## src/verilog/fcd_pkg.sv

```systemverilog
// shared constants and types of the floating-point dispatch block
package fcd_pkg;
    // clock and coprocessor type detection timing
    localparam int CLK_PERIOD_NS = 100;
    localparam int DETECT_TIME_NS = 1000;
    localparam logic [7:0] DETECT_CYC = 8'((DETECT_TIME_NS + CLK_PERIOD_NS - 1) / CLK_PERIOD_NS);

    // trap vectors
    localparam logic [7:0] VEC_DEV_UNAVAIL = 8'h07;
    localparam logic [7:0] VEC_PAGE_FAULT = 8'h0e;
    localparam logic [7:0] VEC_NUMERIC = 8'h10;

    // control word readback values
    localparam logic [15:0] CW_ABSENT = 16'hffff;
    localparam logic [15:0] CW_PRESENT = 16'h037f;

    // pin sync bit positions
    localparam int PIN_ERR_N = 0;
    localparam int PIN_PRESENT = 1;
    localparam int PIN_CNT = 2;

    // instruction classes
    typedef enum logic [2:0] {
        OP_FP_ARITH = 3'b000,
        OP_FP_STORE = 3'b001,
        OP_FPU_RESET = 3'b010,
        OP_FP_STCW = 3'b011,
        OP_FPU_SYNC = 3'b100,
        OP_SERIAL = 3'b101,
        OP_OTHER = 3'b110
    } fcd_op_t;

    // controller states
    typedef enum logic [2:0] {
        ST_DETECT = 3'b000,
        ST_IDLE = 3'b001,
        ST_EXEC = 3'b010,
        ST_WAIT = 3'b011
    } fcd_st_t;

    // instruction request
    typedef struct packed {
        fcd_op_t op;
        logic split;
        logic fault;
    } fcd_req_t;

    // machine control word flags
    typedef struct packed {
        logic soft_fpu_trap_flag;
        logic monitor_coproc_flag;
        logic numeric_error_flag;
        logic task_switched_flag;
    } fcd_flags_t;

    // whole state of the controller
    typedef struct packed {
        fcd_st_t st;
        logic [7:0] det_cnt;
        fcd_req_t req;
        logic fp_busy;
        logic pend_exc;
        logic newer;
        logic type_valid;
        logic busy;
        logic done;
        logic trap;
        logic [7:0] vec;
        logic issue;
        logic [15:0] cw_data;
        logic cw_valid;
        logic lo_we;
        logic hi_we;
    } fcd_state_t;

    localparam fcd_state_t STATE_RST = '{st: ST_DETECT, req: '{op: OP_OTHER, default: 1'b0},
                                         busy: 1'b1, default: '0};
endpackage

```

## src/verilog/fcd_pin_sync.sv

```systemverilog
// three-stage pin synchroniser with agreement filter
`timescale 1ns/1ps
`default_nettype none
module fcd_pin_sync
    import fcd_pkg::*;
#(
    parameter int WIDTH = 2
) (
    // clock and reset
    input wire logic clk_sys,
    input wire logic reset,
    // pins and filtered levels
    input wire logic [WIDTH-1:0] pin_in,
    output logic [WIDTH-1:0] level_out
);
    typedef struct packed {
        logic [WIDTH-1:0] s1;
        logic [WIDTH-1:0] s2;
        logic [WIDTH-1:0] s3;
        logic [WIDTH-1:0] lvl;
    } fcd_sync_t;

    fcd_sync_t s_ff;
    fcd_sync_t nxt_s;
    logic [WIDTH-1:0] nxt_lvl;

    // level follows once stages two and three agree
    for (genvar i = 0; i < WIDTH; i++) begin : g_bit
        assign nxt_lvl[i] = (s_ff.s2[i] == s_ff.s3[i]) ? s_ff.s3[i] : s_ff.lvl[i];
    end

    // next state of the chain
    always_comb begin
        nxt_s.s1 = pin_in;
        nxt_s.s2 = s_ff.s1;
        nxt_s.s3 = s_ff.s2;
        nxt_s.lvl = nxt_lvl;
    end

    // register the chain
    always_ff @(posedge clk_sys) begin
        if (reset) begin
            s_ff <= '0;
        end else begin
            s_ff <= nxt_s;
        end
    end

    assign level_out = s_ff.lvl;
endmodule
`default_nettype wire

```

## src/verilog/fcd_dispatch.sv

```systemverilog
// floating-point instruction dispatch, synchronisation and coprocessor detection
`timescale 1ns/1ps
`default_nettype none
module fcd_dispatch
    import fcd_pkg::*;
(
    // clock and reset
    input wire logic clk_sys,
    input wire logic reset,
    // instruction request
    input wire logic instr_valid,
    input wire fcd_req_t instr_req,
    input wire logic commit_pending,
    output logic instr_busy,
    output logic instr_done,
    output logic trap_valid,
    output logic [7:0] trap_vector,
    // control flags
    input wire fcd_flags_t flags,
    // floating-point unit side
    output logic fpu_issue,
    input wire logic fpu_done,
    input wire logic fpu_exc,
    output logic store_lo_we,
    output logic store_hi_we,
    output logic [15:0] cw_read_data,
    output logic cw_read_valid,
    // coprocessor pins and detection result
    input wire logic coproc_error_n,
    input wire logic coproc_present,
    output logic coproc_newer,
    output logic coproc_type_valid
);
    fcd_state_t s_ff;
    fcd_state_t nxt_s;
    logic [PIN_CNT-1:0] pin_lvl;
    logic [PIN_CNT-1:0] pins;
    logic take;
    logic fp_class;

    assign pins = {coproc_present, coproc_error_n};

    // pin synchronisers for the fault and presence lines
    fcd_pin_sync #(
        .WIDTH(PIN_CNT)
    ) u_sync (
        .clk_sys(clk_sys),
        .reset(reset),
        .pin_in(pins),
        .level_out(pin_lvl)
    );

    assign take = (s_ff.st == ST_IDLE) && instr_valid;
    assign fp_class = (s_ff.req.op == OP_FP_ARITH) || (s_ff.req.op == OP_FP_STORE) ||
                      (s_ff.req.op == OP_FPU_RESET) || (s_ff.req.op == OP_FP_STCW);

    // next-state logic
    always_comb begin
        nxt_s = s_ff;
        nxt_s.done = 1'b0;
        nxt_s.trap = 1'b0;
        nxt_s.issue = 1'b0;
        nxt_s.cw_valid = 1'b0;
        nxt_s.lo_we = 1'b0;
        nxt_s.hi_we = 1'b0;
        // unit completion clears busy, a new issue below wins
        if (fpu_done) begin
            nxt_s.fp_busy = 1'b0;
        end
        // exception from the unit stays pending until reported or cleared by an fpu reset op; set wins
        if (fpu_exc) begin
            nxt_s.pend_exc = 1'b1;
        end
        case (s_ff.st)
            ST_DETECT: begin
                if (s_ff.det_cnt == DETECT_CYC - 8'h01) begin
                    nxt_s.newer = ~pin_lvl[PIN_ERR_N];
                    nxt_s.type_valid = 1'b1;
                    nxt_s.st = ST_IDLE;
                end else begin
                    nxt_s.det_cnt = s_ff.det_cnt + 8'h01;
                end
            end
            ST_IDLE: begin
                if (take) begin
                    nxt_s.req = instr_req;
                    nxt_s.st = ST_EXEC;
                end
            end
            ST_EXEC: begin
                if (fp_class && flags.soft_fpu_trap_flag) begin
                    // emulation: every fp op goes to the software emulator
                    nxt_s.trap = 1'b1;
                    nxt_s.vec = VEC_DEV_UNAVAIL;
                    nxt_s.st = ST_IDLE;
                end else if (s_ff.req.op == OP_FPU_SYNC && flags.monitor_coproc_flag &&
                             flags.task_switched_flag) begin
                    nxt_s.trap = 1'b1;
                    nxt_s.vec = VEC_DEV_UNAVAIL;
                    nxt_s.st = ST_IDLE;
                end else if (s_ff.fp_busy || (s_ff.req.op == OP_SERIAL && commit_pending)) begin
                    nxt_s.st = ST_WAIT;
                end else begin
                    nxt_s.st = ST_IDLE;
                    case (s_ff.req.op)
                        OP_FP_ARITH, OP_FP_STORE: begin
                            if (s_ff.pend_exc && flags.numeric_error_flag) begin
                                // late report of an exception left by an earlier op
                                nxt_s.trap = 1'b1;
                                nxt_s.vec = VEC_NUMERIC;
                                nxt_s.pend_exc = fpu_exc;
                            end else if (s_ff.req.op == OP_FP_STORE) begin
                                nxt_s.issue = 1'b1;
                                nxt_s.fp_busy = 1'b1;
                                nxt_s.lo_we = 1'b1;
                                if (s_ff.req.split && s_ff.req.fault) begin
                                    // first half already written, second half dropped
                                    nxt_s.trap = 1'b1;
                                    nxt_s.vec = VEC_PAGE_FAULT;
                                end else begin
                                    nxt_s.hi_we = 1'b1;
                                    nxt_s.done = 1'b1;
                                end
                            end else begin
                                nxt_s.issue = 1'b1;
                                nxt_s.fp_busy = 1'b1;
                                nxt_s.done = 1'b1;
                            end
                        end
                        OP_FPU_RESET: begin
                            // integrated unit: init clears pending, raises nothing
                            nxt_s.issue = 1'b1;
                            nxt_s.fp_busy = 1'b1;
                            nxt_s.pend_exc = fpu_exc; // a new exception still wins
                            nxt_s.done = 1'b1;
                        end
                        OP_FP_STCW: begin
                            nxt_s.cw_data = pin_lvl[PIN_PRESENT] ? CW_PRESENT : CW_ABSENT;
                            nxt_s.cw_valid = 1'b1;
                            nxt_s.done = 1'b1;
                        end
                        default: begin
                            // sync, serializing and other ops just complete
                            nxt_s.done = 1'b1;
                        end
                    endcase
                end
            end
            ST_WAIT: begin
                if (!s_ff.fp_busy && !(s_ff.req.op == OP_SERIAL && commit_pending)) begin
                    nxt_s.st = ST_EXEC;
                end
            end
            default: begin
                nxt_s.st = ST_IDLE;
            end
        endcase
        nxt_s.busy = (nxt_s.st != ST_IDLE);
    end

    // state register
    always_ff @(posedge clk_sys) begin
        if (reset) begin
            s_ff <= STATE_RST;
        end else begin
            s_ff <= nxt_s;
        end
    end

    // outputs straight from the state register
    assign instr_busy = s_ff.busy;
    assign instr_done = s_ff.done;
    assign trap_valid = s_ff.trap;
    assign trap_vector = s_ff.vec;
    assign fpu_issue = s_ff.issue;
    assign store_lo_we = s_ff.lo_we;
    assign store_hi_we = s_ff.hi_we;
    assign cw_read_data = s_ff.cw_data;
    assign cw_read_valid = s_ff.cw_valid;
    assign coproc_newer = s_ff.newer;
    assign coproc_type_valid = s_ff.type_valid;
endmodule
`default_nettype wire

```

## config.mk

```make
export PLATFORM = sky130hd
export DESIGN_NAME = fcd_dispatch
export DESIGN_NICKNAME = d
export VERILOG_FILES = /design/src/verilog/fcd_pkg.sv /design/src/verilog/fcd_pin_sync.sv /design/src/verilog/fcd_dispatch.sv
export SDC_FILE = /design/constraint.sdc
export NUM_CORES = 1
export LEC_CHECK = 0
export BUFFER_PORTS_ARGS = -buffer_cell sky130_fd_sc_hd__clkbuf_2
export CORE_ASPECT_RATIO = 1.1
export CORE_MARGIN = 2
export CORE_UTILIZATION = 48
export CTS_BUF_LIST = sky130_fd_sc_hd__clkbuf_8
export CTS_CLUSTER_DIAMETER = 100
export CTS_CLUSTER_SIZE = 25
export DETAILED_ROUTE_END_ITERATION = 7
export GPL_TIMING_DRIVEN = 0
export HOLD_SLACK_MARGIN = 0.05
export PLACE_DENSITY = 0.77
export SLEW_MARGIN = 25
export SYNTH_ARGS = -nofsm -noshare
export SYNTH_HDL_FRONTEND = slang
export SYNTH_SLANG_ARGS = --single-unit
```

## constraint.sdc

```tcl
create_clock -name clk_sys -period 2.2 [get_ports clk_sys]
set_clock_uncertainty 0.15 [all_clocks]
set_input_delay 0.33 -clock clk_sys [delete_from_list [all_inputs] [get_ports clk_sys]]
set_output_delay 0.33 -clock clk_sys [all_outputs]
set_load 0.02 [all_outputs]
```

==> reports/results.ini <==
[timing]
fmaxAchievable_mhz = 472
timing.setup.tns_ps = 0
drv_slew = 0
post-route-min-period_ps = 2120
final.period_utilization_pct = 96.3
fin_hold_ws_ps = 100
rsz0062_at_grt = false
setup-violations-final = 0
tightestPinTransition_ps = 580
hold_viol = 0
maxSlewHeadroom_pct = 61.0

[critical_path]
crit_type = reg2reg
cp_top_family = simple AND/OR/NAND/NOR gates
critical_path.max_fanout = 8
timing.critical_path.required_ps = 2280
critical_path.cell_chain = or3b_1 -> buf_2 -> or4_4 -> buf_6 -> or3_1 -> a21oi_1
path_buf_inv = 2
setup.worst_path.start_class = register
end_kind = register
critical_path.slowest_cell = or4_4
crit_arrival_ps = 2190
cp_slowest_stage_delay_ps = 420

[logic_synthesis]
asyncSetResetFlopFracSynth_pct = 0
cell_area_after_synthesis_um2 = 1820
synth_top_flop_cell = dfxtp_1
synth-seq-cells = 41
synth_seq_area_share_pct = 45.1
synth.top_cells.by_area = dfxtp_1 45%, buf_4 9.9%, a21oi_1 3.8%, nor2b_1 3.8%, nor2_1 3.3%
ys.warnings.count = 0
synth_largest_area_cell = dfxtp_1
synth_enable_flop_cells = 0
postSynthAreaPerCell_um2 = 9.10
syn-instance-count = 200
yosysUniqueCellTypes = 49
synth_top_area_share_pct = 45.1

[cts]
post_cts.resized_instances = 0
htreeDepth = 2
cts_num_sinks = 41
post_cts_buffers = 0
cts_root_buf = clkbuf_8
tritoncts = built
cts.clk_slew.worst_paths_ps = 80
clockBufferDepth = 2
postCtsHoldBufs = 0
worstSkewPairLatency_ps = 290
numCtsBuffers = 5

[floorplan]
chipHeight_um = 68.6
dieWidth_um = 62.7
floorplan_die_area_um2 = 4300
pin_count = 50
floorplan.initialDensity_pct = 49.8
core-area_um2 = 3650
row_count = 23

[routing]
drt_pass1_iterations = 4
routedWlPerCell_um = 11.1
route.vias.total = 1497
detail_route.drc_violations = 0
drt.antenna.violating_nets = 0
drt_wl_total_um = 3410
avgViaCountPerCell = 4.89
drt_first_iter_violations = 38

[final_layout]
most_common_library_cell_in_the_layout_ignoring_fill_and_taps = clkbuf_2
num_antenna_cells = 0
most_used_cells_in_the_layout_excluding_fill_and_tap_cells = 46 x clkbuf_2, 40 x dfxtp_1, 24 x buf_4
area_growth_pct = 22.5
final_layout_size_suffix_gt1_share_pct = 34.0
num-nets-final = 275

[placement]
gp_routability_congestion = 0.851
detailed_place_hpwl_um = 2520
place.port_buffers = 46

[flow_run]
max_cap_violations = 0

[min_path]
worst_hold_path_type = in2reg

[global_routing]
global_route_usage_over_all_layers_pct = 16.6
first_global_vias = 1241
antenna_found_initial = 0
total_congestion_overflow_after_global_routing = 0
maximum_number_of_pins_on_one_net_before_global_route_repair = 13
grt_first_pass_wirelength_um = 5550

[power]
irDropWorstVdd_v = 0.000458
standby_leakage_power_uw = 0.000990
power_uw = 1450
power.density_nw_per_um2 = 649

[status]
status = completed

-- worst paths after layout --
kind              slack (ps)  cells past startpoint                to            start
setup / recovery          80                      6  cw_read_data[14]         s_ff[50]
hold / removal           100                      2          s_ff[38]     instr_req[3]
setup reg to reg          80                      6  cw_read_data[14]         s_ff[50]
hold reg to reg          290                      1   u_sync.nxt_s[3]  u_sync.nxt_s[5]
-- per-layer routing --
metal,share of wire [%],vias to the layer above,track usage [%]
li1,-,770,-
met1,48,681,21.7
met2,46,42,26.6
met3,4.6,4,4.87
met4,1.1,0,5.56
met5,0,-,0
-- cells by family after synthesis --
kind of cell,synth area share (%)
multiplexers,1.65
other,0.206
XOR/XNOR,2.41
buffers and inverters,13.5
AO/OA/AOI/OAI,13.7
adder cells (fa/ha/maj),1.37
AND/OR/NAND/NOR,22.1
flip-flops,45.1
-- registers in the layout, summed over array words and instances, names as in the netlist, 2 cells and up --
register / flops
cw_read_data: 2
s_ff: 18
trap_vector: 4
u_sync.level_out: 2
u_sync.nxt_s: 4
u_sync.s_ff: 2
-- cells in the mapped netlist, types with 2 or more instances --
library cell / number
xor2_1: 2
a21oi_1: 14
nand4_1: 3
nand3_1: 4
nor3b_1: 2
buf_4: 24
nor4_1: 2
dfxtp_1: 41
nor2_1: 16
inv_1: 6
or3_1: 2
mux2i_1: 3
nor2b_1: 11
clkbuf_1: 4
o21ai_0: 8
buf_1: 3
and3_1: 2
ha_1: 2
a211o_1: 2
xnor2_1: 3
nand2_1: 11
nor3_1: 7
o31ai_1: 2
-- worst reg2reg max path: stages, from the launching register on --
cell	delay, ps
dfxtp_1	350
or3b_1	370
buf_2	170
or4_4	420
buf_6	150
or3_1	340
a21oi_1	120
-- metrics by stage --
step	setup WS, ps	instances	cell area, um2	util (%)
after CTS	19.1	306	2230	61.0
final	80.9	306	2230	61.0
after global placement	52.8	299	2120	58.1
after global routing	1.79	306	2230	61.0
after floorplan	140	203	1830	-
after detailed placement	40.6	299	2120	58.1
-- report_power, final --
group / total (uW) / switching, uW / internal, uW
clock network: 575 / 245 / 330
logic: 98.4 / 56.3 / 42.1
registers: 774 / 14.4 / 759
total: 1450 / 316 / 1130
-- cell type report --
cell class	instances	area [um2]
fill	346	1430
sequential	41	822
multi-input combinational	123	766
timing repair buffer	46	230
buffer	33	223
clock buffer	5	68.8
tap	50	62.6
clock inverter	2	35.0
inverter	6	22.5
Power figures use the tool's default switching activity.
